### src/design/ebp_pkg.sv
// Constants, register map and pin carriers for the external bus port.
// Assumes one 100 MHz clock and an APB master reaching the registers.
package ebp_pkg;
  localparam int ADDR_W    = 24;   // External address pins
  localparam int DATA_W    = 32;   // Upper data pins
  localparam int EXT_W     = 8;    // Each extension byte lane
  localparam int BANKS     = 4;    // Bank select outputs
  localparam int IADDR_W   = 28;   // Internal address width
  localparam int PADDR_W   = 8;    // APB address width
  localparam int IOP_WORDS = 32;   // Register memory seen by hosts
  localparam int IOP_AW    = 5;

  // Register byte offsets
  localparam logic [7:0] REG_CTRL   = 8'h00;
  localparam logic [7:0] REG_ADDR   = 8'h04;
  localparam logic [7:0] REG_CMD    = 8'h08;
  localparam logic [7:0] REG_STATUS = 8'h0C;
  localparam logic [7:0] REG_RDLO   = 8'h10;
  localparam logic [7:0] REG_RDHI   = 8'h14;
  localparam logic [7:0] MEM_BASE   = 8'h80;  // IOP word window 0x80..0xFC

  // Field positions and values
  localparam int CTRL_IPACK_LSB = 0;
  localparam int CTRL_SYNC_BIT  = 2;
  localparam int CTRL_EXT_BIT   = 3;
  localparam int CTRL_W         = 4;
  localparam logic [1:0] IPACK_NOPACK = 2'h1;
  localparam logic [3:0] CTRL_RESET   = 4'h0;
  localparam int ST_BUSY_BIT  = 0;
  localparam int ST_DONE_BIT  = 1;
  localparam int ST_ERR_BIT   = 2;
  localparam int ST_SLV_BIT   = 3;
  localparam int ST_KEEP_BIT  = 4;
  localparam int CMD_READ_BIT = 0;

  // Internal address decode
  localparam int BANK_LSB     = 26;  // Bits 27:26 choose the bank
  localparam int ZERO_LSB     = 24;  // Bits 25:24 forced to zero
  localparam int EXT_LSB      = 20;  // Bits 27:20 all zero means on-chip
  localparam logic [31:0] BANK_WORDS_PLAIN = 32'h0100_0000;  // 16 M words
  localparam logic [31:0] BANK_WORDS_SDRAM = 32'h0400_0000;  // 64 M words
  localparam logic [1:0]  KEEPER_ID_HI     = 2'h0;           // Identifier 00x

  typedef struct packed {
    logic [ADDR_W-1:0] addr;
    logic [DATA_W-1:0] data_up;
    logic [EXT_W-1:0]  data_hi;
    logic [EXT_W-1:0]  data_lo;
    logic [BANKS-1:0]  bank_sel_n;
    logic              rd_n;
    logic              ack;
    logic              tristate_req_n;
    logic              master_grant;
  } ebp_pin_in_t;

  typedef struct packed {
    logic [ADDR_W-1:0] addr;
    logic [DATA_W-1:0] data_up;
    logic [EXT_W-1:0]  data_hi;
    logic [EXT_W-1:0]  data_lo;
    logic [BANKS-1:0]  bank_sel_n;
    logic              rd_n;
  } ebp_pin_out_t;

  typedef struct packed {
    logic addr;
    logic data_up;
    logic data_ext;
    logic bank_sel_n;
    logic rd_n;
  } ebp_pin_oe_t;
endpackage

### src/design/ebp_iop_mem.sv
// Small word memory holding the register image that hosts read.
// Assumes a single clock; read data come out one cycle after the address.
module ebp_iop_mem #(
  parameter int W     = 32,
  parameter int DEPTH = 32,
  parameter int AW    = 5
) (
  input  wire logic          pclk,     // Clock
  input  wire logic          presetn,  // Async reset, active low
  input  wire logic          wr_en,    // Write strobe
  input  wire logic [AW-1:0] wr_addr,  // Write word index
  input  wire logic [W-1:0]  wr_data,  // Write data
  input  wire logic [AW-1:0] rd_addr,  // Read word index
  output logic      [W-1:0]  rd_data   // Registered read data
);
  logic [W-1:0] mem [DEPTH];

  // Storage is not reset, only the read register
  always_ff @(posedge pclk) begin
    if (wr_en) begin
      mem[wr_addr] <= wr_data;
    end
  end

  always_ff @(posedge pclk or negedge presetn) begin
    if (!presetn) begin
      rd_data <= '0;
    end else begin
      rd_data <= mem[rd_addr];
    end
  end
endmodule

### src/design/ebp_port.sv
// External bus port: master reads toward banks, host reads of IOP words.
// Assumes pins resolved outside from the enables; APB from the same clock.
// Notes on behaviour
// - As master, drive each access address on the 24-bit address pins.
// - As slave, take address pins as input and decode IOP hits.
// - Master reaches peer IOP words directly; other peer memory only through DMA.
// - Identifier 00x enables keeper latches on address and data pins.
// - Upper data pins both receive and send words.
// - Extension byte lanes join the data bus when link ports are unused.
// - Packing field 0x1 fetches unpacked 48-bit instructions.
// - Four active-low bank selects, one per bank, act as chip selects.
// - Banks are 16 M words, or 64 M words for SDRAM.
// - Internal bits 25:24 read as zero; bits 27:26 choose the bank.
// - Asynchronous mode moves bank selects together with the address.
// - Synchronous mode drops the bank select after the first acknowledged cycle.
// - As slave, watch the master's bank selects to track bus activity.
// - As master, assert the read strobe on every external read.
// - Only the bus owner drives the read strobe.
// - Three-state bus pins under tristate request; when not master, release all but the upper data pins, which host reads drive.
module ebp_port
  import ebp_pkg::*;
(
  input  wire logic               pclk,              // 100 MHz clock
  input  wire logic               presetn,           // Async reset, active low
  input  wire logic               psel,              // APB select
  input  wire logic               penable,           // APB enable
  input  wire logic               pwrite,            // APB direction
  input  wire logic [PADDR_W-1:0] paddr,             // APB byte address
  input  wire logic [31:0]        pwdata,            // APB write data
  output logic      [31:0]        prdata,            // APB read data
  output logic                    pready,            // APB ready
  output logic                    pslverr,           // APB error, unmapped
  input  wire ebp_pin_in_t        pin_in,            // Pin levels seen
  output ebp_pin_out_t            pin_out,           // Pin drive values
  output ebp_pin_oe_t             pin_oe,            // Pin drive enables
  input  wire logic [2:0]         processor_identifier, // Strap
  input  wire logic               link_ports_unused, // Link lanes free
  output logic                    keeper_enable      // Pad keepers on
);
  typedef enum logic [3:0] {
    ST_IDLE = 4'b0001,
    ST_ADDR = 4'b0010,
    ST_WAIT = 4'b0100,
    ST_DONE = 4'b1000
  } ebp_state_t;

  ebp_state_t state_reg, state_next;
  ebp_pin_in_t pin_meta_reg, pin_s_reg;
  logic [2:0] id_meta_reg, id_s_reg;
  logic link_meta_reg, link_s_reg;
  logic [CTRL_W-1:0] ctrl_reg;
  logic [IADDR_W-1:0] addr_reg;
  logic [DATA_W-1:0] rdlo_reg, data_out_reg;
  logic [2*EXT_W-1:0] rdhi_reg;
  logic done_reg, err_reg, slv_busy_reg, host_rd_reg;
  logic [31:0] prdata_reg;
  logic [BANKS-1:0] bank_n_reg;
  logic [DATA_W-1:0] iop_rd_data;
  logic setup, wr_acc, start_rd, master_ok, ext_lanes, drive_bank, host_hit;

  // Bank decode used by the request path only; the checks index addr_reg directly
  function automatic logic [BANKS-1:0] bank_decode(input logic [IADDR_W-1:0] a);
    logic [BANKS-1:0] sel;
    sel = '1;
    if (a[IADDR_W-1:EXT_LSB] != '0) begin
      sel[a[BANK_LSB+:2]] = 1'b0;
    end
    return sel;
  endfunction

  // Two flops on every pin and strap before use
  always_ff @(posedge pclk or negedge presetn) begin
    if (!presetn) begin
      pin_meta_reg  <= '0;
      pin_s_reg     <= '0;
      id_meta_reg   <= '0;
      id_s_reg      <= '0;
      link_meta_reg <= 1'b0;
      link_s_reg    <= 1'b0;
    end else begin
      pin_meta_reg  <= pin_in;
      pin_s_reg     <= pin_meta_reg;
      id_meta_reg   <= processor_identifier;
      id_s_reg      <= id_meta_reg;
      link_meta_reg <= link_ports_unused;
      link_s_reg    <= link_meta_reg;
    end
  end

  // Keeper latches follow the sampled identifier, not a reset value
  always_ff @(posedge pclk or negedge presetn) begin
    if (!presetn) begin
      keeper_enable <= 1'b0;
    end else begin
      keeper_enable <= (id_s_reg[2:1] == KEEPER_ID_HI);
    end
  end

  assign setup     = psel && !penable;
  assign wr_acc    = psel && penable && pwrite;
  assign start_rd  = wr_acc && (paddr == REG_CMD) && pwdata[CMD_READ_BIT];
  // Mastership needs grant and no tristate request
  assign master_ok = pin_s_reg.master_grant && pin_s_reg.tristate_req_n;
  // Lanes widen the bus only when enabled and the link ports are idle
  assign ext_lanes = ctrl_reg[CTRL_EXT_BIT] && link_s_reg;

  // Control and address registers
  always_ff @(posedge pclk or negedge presetn) begin
    if (!presetn) begin
      ctrl_reg <= CTRL_RESET;
      addr_reg <= '0;
    end else if (wr_acc && paddr == REG_CTRL) begin
      ctrl_reg <= pwdata[CTRL_W-1:0];
    end else if (wr_acc && paddr == REG_ADDR) begin
      addr_reg <= {pwdata[IADDR_W-1:ZERO_LSB+2], 2'b00, pwdata[ZERO_LSB-1:0]};
    end
  end

  // Master read sequence
  always_comb begin
    state_next = state_reg;
    case (state_reg)
      ST_IDLE: if (start_rd && master_ok) state_next = ST_ADDR;
      ST_ADDR: state_next = ST_WAIT;
      ST_WAIT: if (pin_s_reg.ack) state_next = ST_DONE;
      ST_DONE: state_next = ST_IDLE;
      default: state_next = ST_IDLE;
    endcase
  end

  always_ff @(posedge pclk or negedge presetn) begin
    if (!presetn) begin
      state_reg <= ST_IDLE;
    end else begin
      state_reg <= state_next;
    end
  end

  // Capture read data; 48-bit word when lanes join and packing is off
  always_ff @(posedge pclk or negedge presetn) begin
    if (!presetn) begin
      rdlo_reg <= '0;
      rdhi_reg <= '0;
    end else if (state_reg == ST_WAIT && pin_s_reg.ack) begin
      rdlo_reg <= pin_s_reg.data_up;
      if (ext_lanes && ctrl_reg[CTRL_IPACK_LSB+:2] == IPACK_NOPACK) begin
        rdhi_reg <= {pin_s_reg.data_hi, pin_s_reg.data_lo};
      end else begin
        rdhi_reg <= '0;
      end
    end
  end

  // Sticky flags: a new event wins over a clear in the same cycle
  always_ff @(posedge pclk or negedge presetn) begin
    if (!presetn) begin
      done_reg <= 1'b0;
      err_reg  <= 1'b0;
    end else begin
      if (state_reg == ST_DONE) begin
        done_reg <= 1'b1;
      end else if (wr_acc && paddr == REG_STATUS && pwdata[ST_DONE_BIT]) begin
        done_reg <= 1'b0;
      end
      if (start_rd && !(master_ok && state_reg == ST_IDLE)) begin
        err_reg <= 1'b1;
      end else if (wr_acc && paddr == REG_STATUS && pwdata[ST_ERR_BIT]) begin
        err_reg <= 1'b0;
      end
    end
  end

  // Bank selects held in a flop; sync mode drops them once acknowledged
  assign drive_bank = (state_next == ST_ADDR) || (state_next == ST_WAIT)
                   || (state_next == ST_DONE && !ctrl_reg[CTRL_SYNC_BIT]);
  always_ff @(posedge pclk or negedge presetn) begin
    if (!presetn) begin
      bank_n_reg <= '1;
    end else begin
      bank_n_reg <= drive_bank ? bank_decode(addr_reg) : '1;
    end
  end

  // Slave side: track the master's selects and serve host reads
  assign host_hit = !master_ok && !pin_s_reg.rd_n
                 && (pin_s_reg.addr[ADDR_W-1:IOP_AW] == '0);
  always_ff @(posedge pclk or negedge presetn) begin
    if (!presetn) begin
      slv_busy_reg <= 1'b0;
      host_rd_reg  <= 1'b0;
      data_out_reg <= '0;
    end else begin
      slv_busy_reg <= !master_ok && (pin_s_reg.bank_sel_n != '1);
      host_rd_reg  <= host_hit;
      data_out_reg <= iop_rd_data;
    end
  end

  ebp_iop_mem #(
    .W     (DATA_W),
    .DEPTH (IOP_WORDS),
    .AW    (IOP_AW)
  ) u_iop_mem (
    .pclk    (pclk),
    .presetn (presetn),
    .wr_en   (wr_acc && paddr >= MEM_BASE),
    .wr_addr (paddr[IOP_AW+1:2]),
    .wr_data (pwdata),
    .rd_addr (pin_s_reg.addr[IOP_AW-1:0]),
    .rd_data (iop_rd_data)
  );

  // Pin drive; every output is released under tristate request
  always_comb begin
    pin_out            = '0;
    pin_out.addr       = addr_reg[ADDR_W-1:0];
    pin_out.data_up    = data_out_reg;
    pin_out.bank_sel_n = bank_n_reg;
    pin_out.rd_n       = !(state_reg == ST_ADDR || state_reg == ST_WAIT);
    pin_oe             = '0;
    if (master_ok) begin
      pin_oe.addr       = state_reg != ST_IDLE;
      pin_oe.bank_sel_n = 1'b1;
      pin_oe.rd_n       = 1'b1;
    end else if (pin_s_reg.tristate_req_n) begin
      pin_oe.data_up = host_rd_reg && host_hit;
    end
  end

  // APB read mux, loaded in the setup cycle so data come from a flop
  always_ff @(posedge pclk or negedge presetn) begin
    if (!presetn) begin
      prdata_reg <= '0;
    end else if (setup) begin
      case (paddr)
        REG_CTRL:   prdata_reg <= 32'(ctrl_reg);
        REG_ADDR:   prdata_reg <= 32'(addr_reg);
        REG_STATUS: prdata_reg <= 32'({keeper_enable, slv_busy_reg, err_reg, done_reg,
                                       state_reg != ST_IDLE});
        REG_RDLO:   prdata_reg <= rdlo_reg;
        REG_RDHI:   prdata_reg <= 32'(rdhi_reg);
        default:    prdata_reg <= '0;
      endcase
    end
  end

  assign prdata  = prdata_reg;
  assign pready  = 1'b1; // No wait states
  assign pslverr = psel && penable && !(paddr == REG_CTRL || paddr == REG_ADDR
                || paddr == REG_CMD || paddr == REG_STATUS || paddr == REG_RDLO
                || paddr == REG_RDHI || paddr >= MEM_BASE);
endmodule

### config.mk
export PLATFORM = sky130hd
export DESIGN_NAME = ebp_port
export DESIGN_NICKNAME = d
export VERILOG_FILES = /design/src/design/ebp_pkg.sv /design/src/design/ebp_iop_mem.sv /design/src/design/ebp_port.sv
export SDC_FILE = /design/constraint.sdc
export NUM_CORES = 1
export LEC_CHECK = 0
export BUFFER_PORTS_ARGS = -buffer_cell sky130_fd_sc_hd__buf_2
export CAP_MARGIN = 20
export CORE_UTILIZATION = 50
export CTS_CLUSTER_DIAMETER = 100
export DETAILED_ROUTE_END_ITERATION = 8
export PLACE_DENSITY = 0.78
export SYNTH_ARGS = -nofsm -noshare
export SYNTH_HDL_FRONTEND = slang
export SYNTH_SLANG_ARGS = --single-unit
### constraint.sdc
create_clock -name pclk -period 5.3 [get_ports pclk]
set_input_delay 0.53 -clock pclk [delete_from_list [all_inputs] [get_ports pclk]]
set_output_delay 0.53 -clock pclk [all_outputs]
set_load 0.1 [all_outputs]
# Yosys cells after proc, flatten, opt, wreduce, memory -nomap -nowiden

Memory sizes are Yosys's and may differ from the RTL's. A register that Yosys moved wholly into a read port is not among the register bits.
Cells that the tools add are included.

Register bits: 323
Latch bits: 0
RAM bits: 1024
Bits in read-only memories: 0
Output and inout port bits: 117
Memories: 1

$add $sub $neg: 0
Multiply operators: 0
Div/mod/pow operators: 0
Order comparisons: 3
Eq/ne operators: 15
Shift operators: 0
Mux-type cells: 19
Bitwise operators: 2
Reduce and logical (&&, ||, !) cells: 49

Memories:

| memory        | depth | width | rd ports | clocked after memory_dff | write ports | line              | text |
|---|---|---|---|---|---|---|---|
| u_iop_mem.mem | 32    | 32    | 1        | 1                        | 1           | ebp_iop_mem.sv:16 | `logic [W-1:0] mem [DEPTH];` |

Operator list:

| kind                                                                    | number |
|---|---|
| 32-bit case mux with 5 select lines                                     | 1 |
| 1-bit logical AND                                                       | 25 |
| 19-bit zero test                                                        | 1 |
| 8-bit by 4-bit == test with 1-bit output, second input constant         | 2 |
| 8-bit by 5-bit == test with 1-bit output, second input constant         | 2 |
| 16-bit two-way mux                                                      | 1 |
| 4-bit two-way mux                                                       | 4 |
| 4-bit case mux with 3 select lines                                      | 1 |
| 1-bit two-way mux                                                       | 10 |
| 1-bit logical OR                                                        | 9 |
| 4-bit by 2-bit == test with 1-bit output, second input constant         | 2 |
| 4-bit by 3-bit == test with 1-bit output, second input constant         | 2 |
| 4-bit == test, second input constant                                    | 2 |
| 8-bit by 3-bit == test with 1-bit output, second input constant         | 1 |
| 8-bit >= comparator, second input constant                              | 1 |
| 1-bit zero test                                                         | 8 |
| 8-bit zero test                                                         | 1 |
| 8-bit nonzero test                                                      | 1 |
| 4-bit by 1-bit == test with 1-bit output, second input constant         | 1 |
| 4-bit by 1-bit inequality test with 1-bit output, second input constant | 1 |
| 4-bit inequality test, second input constant                            | 1 |
| 4-bit inverter                                                          | 1 |
| 2-bit nonzero test                                                      | 2 |
| 2-bit by 3-bit < comparator with 1-bit output, second input constant    | 1 |
| other kinds (7)                                                         | 7 |

# Longest topological paths before layout

Depth after elaboration: 11
Depth in mapped cells: 8

# By module

Synthesis repeated with hierarchy kept, for this count alone.

Cells, all modules: 2943
Area total of the unflattened synthesis: 51344.2 µm²

By module, submodules not included:

| module      | instances | cells an instance | area each (µm²) |
|---|---|---|---|
| ebp_iop_mem | 1         | 2260              | 40647.7 |
| ebp_port    | 1         | 683               | 10696.5 |

# Worst setup path after synthesis

Ideal clock, no wire load.

Kind: register to output
Start: register pin_s_reg[62] (netlist name)
End: output pin_oe[3] (netlist name)
Data arrival time: 3.749 ns
Required time: 4.770 ns
Slack: 1.021 ns
Stages on the path, launching flop included: 3
Path buffers: 0
Cell sequence: dfrtp_1 -> or4_1 -> nor4_1

RTL lines:

| item                   | line           | text |
|---|---|---|
| from (decl)            | ebp_port.sv:48 | `ebp_pin_in_t pin_meta_reg, pin_s_reg;` |
| from (signal assigned) | ebp_port.sv:82 | `pin_s_reg <= pin_meta_reg;` |
| to (decl)              | ebp_port.sv:35 | `output ebp_pin_oe_t pin_oe,` |

==> metrics <==
Crit Reg-Reg Startpoint pin_s_reg[57]$_DFF_PN0_; Max rail drop VDD between 0.3 and 0.4 mV; DRC 0; final setup fails 0; Final ANT Viol Nets 0; filler cell count approximately 7300; num ports about 250; worst endpoint data arrival time 3.65 ns; FF-to-FF End u_iop_mem.rd_data[4]$_DFF_PN0_; final-report hold violation count 0; most frequent cells in the layout edfxtp_1, mux2i_1, dfrtp_1, nand2_1, buf_2; HPWL Detailed between 60 and 70 mm; crit path time final between 3 and 4 ns; TritonCTS clock tree yes; Post-CTS Hold Fix Bufs between 80 and 90; drt total wl 118 mm; Clk pin slew, worst setup/hold paths roughly 0.06 ns; commonest non-fill, non-tap cell in the layout edfxtp_1; share of the synthesized area in the top cell type 0.602; largest net degree at the start of global routing 120; FF/Latch Area 0.0396 mm^2; vias in the first global route about 28000; clock buffer count from CTS 137; Hold Path End err_reg$_DFFE_PN0P_; vias after detailed routing between 20000 and 30000; CP Capture Type register; initial core utilization 0.507; Die Wd around 320 um; first drt pass iteration count 6; setup ws final around 2.2 ns; Area growth, synth to finish 16.1%; root buffer cell clkbuf_16; Max Clk Rate approximately 320 MHz; DRT iter0 DRCs between 2000 and 3000; overall routing resource usage 0.228; final net count about 3500; max FFs per register 1024; hold crit path type input port to register; post_cts resized 0; Crit Path Max Fanout 86; antenna violations before repair 4; Setup Crit Path Kind register to register; Die Ht 322 um; core area about 0.10 mm^2; Synth Register Bits ~1400; area of the multi-input gates around 0.011 mm^2; clock sink count between 1000 and 1500; power per standard cell area 382 mW/mm^2; hold path start paddr[3]; Internal around 18 mW; H-tree levels 4; Clk Latency, worst-skew pair approximately 0.74 ns; clock tree buffer depth 3; reg-to-reg slack, setup 2.21 ns; per-cell routed wire length between 20 and 25 um; first-pass GRT wire length 174 mm; routability cong. 0.801; utilization after layout 0.589; status finished clean; Post-Syn Area per Cell approximately 17 um^2; post-synthesis sequential area ratio 0.775; post-synthesis cell type count 51; Synth area leaders edfxtp_1, dfrtp_1, mux2i_1; worst slew pin tran 1.10 ns; crit path launch type register; sw frac 0.221; MaxCap Viol Count 0; Req. time, crit path slightly below 6 ns; Flop pwr share 0.521; period utilization 0.583; Leak about 23 nW; Worst Hold Depth 3; setup total negative slack 0 ns; Rel. slew slack 0.269; skew final approximately 0.029 ns; Site Rows about 120; share of cells above drive strength 1 0.162; post-CTS setup buffers 0; Cells after Synth 3039; Worst setup startpoint pin_s_reg[57]$_DFF_PN0_; Slew Limit Fails 0; total number of yosys warnings 0; switching pwr roughly 5.0 mW; Netlist Area Pre-Place around 0.05 mm^2; Clk pwr share 0.421; area leader, netlist edfxtp_1; R2R depth 5; grt ovf 0; Die ar. between 0.1 and 0.15 mm^2; dpl ws around 1.6 ns; combinational share of power 0.058; Vias/cell between 5 and 6; Port Buf Inserts ~230; RSZ-0062 raised after global routing false
-- layout make-up --
cell class                 instances  share of cell area
clock buffer                     193              0.0667
tap                             1357              0.0286
clock inverter                    56             0.00888
sequential                      1377               0.667
inverter                           6            0.000380
multi-input combinational       1470               0.182
antenna                            1           0.0000422
timing repair buffer             369              0.0461
-- critical path, cell delays in order (launching register included) --
cell,delay [ns]
dfrtp_4,1.12
buf_12,0.54
mux2i_1,0.36
a22oi_1,0.16
a31oi_1,0.47
nand3_1,0.17
-- how the worst max path moves through the flow --
stage                                          end  slack [ns]  cells past startpoint
floorplan                                pin_oe[3]        1.02                      2
global placement    u_iop_mem.mem[7][17]$_DFFE_PP_        1.62                      3
detailed placement  u_iop_mem.mem[15][4]$_DFFE_PP_        1.58                      4
CTS                                      pin_oe[4]        2.20                      3
global route        u_iop_mem.rd_data[3]$_DFF_PN0_        2.09                      6
finish              u_iop_mem.rd_data[4]$_DFF_PN0_        2.21                      5
-- layer usage --
layer  vias up  wire (um)  track usage
met5         -          0            0
met4         0       2670       0.0706
met3       187       9670       0.0438
met2      1265      57500        0.371
met1     14054      47900        0.311
li1      12143          -            -
-- metrics by stage --
step,instance area (um^2),power [mW],std cells,hold WS [ns]
detailed placement,53900,13.3,4492,0.335
global placement,53800,13.3,4485,0.332
global route,59300,23.3,4829,0.295
floorplan,51200,12.8,3055,0.234
CTS,59300,22.8,4825,0.236
finish,59300,22.7,4829,0.273
-- power groups by stage --
stage | registers (mW) | logic, mW | clock network, mW
4_1_cts | 11.8 | 1.31 | 9.65
2_1_floorplan | 12.3 | 0.550 | 0
5_1_grt | 11.8 | 1.39 | 10.1
6_report | 11.8 | 1.31 | 9.55
3_3_place_gp | 12.0 | 1.24 | 0
3_5_place_dp | 12.0 | 1.26 | 0
-- synth_stat cells, drive strengths merged --
library cell,count
nor4b,2
or4,3
a31oi,32
nand3,110
o22a,1
a221oi,1
conb,2
nor2,56
dfstp,5
o21ai,39
a32o,1
mux2,32
and2b,1
a22o,64
and4b,1
o22ai,1
mux2i,528
dfrtp,348
a211oi,3
and3,4
a21oi,111
nor4,7
buf,123
nor3,36
o21a,2
or2,1
nand2b,3
clkbuf,79
a21o,1
o31ai,1
nand3b,3
nor2b,10
nand2,276
a41oi,1
and2,3
o32ai,2
o221ai,1
a22oi,109
edfxtp,1024
and3b,1
inv,6
nand4,5
-- kinds of logic (layout without fill, tap and decap cells) --
group | count (synthesis) | count (layout) | synth area share
and+or+nand+nor | 522 | 522 | 0.0448
DFF | 1377 | 1377 | 0.775
muxes | 560 | 560 | 0.112
buffers and inverters | 208 | 624 | 0.0207
AOI/OAI and AO/OA | 370 | 370 | 0.0480
other | 2 | 19 | 0.000147
(Power assumes the default switching activity.)
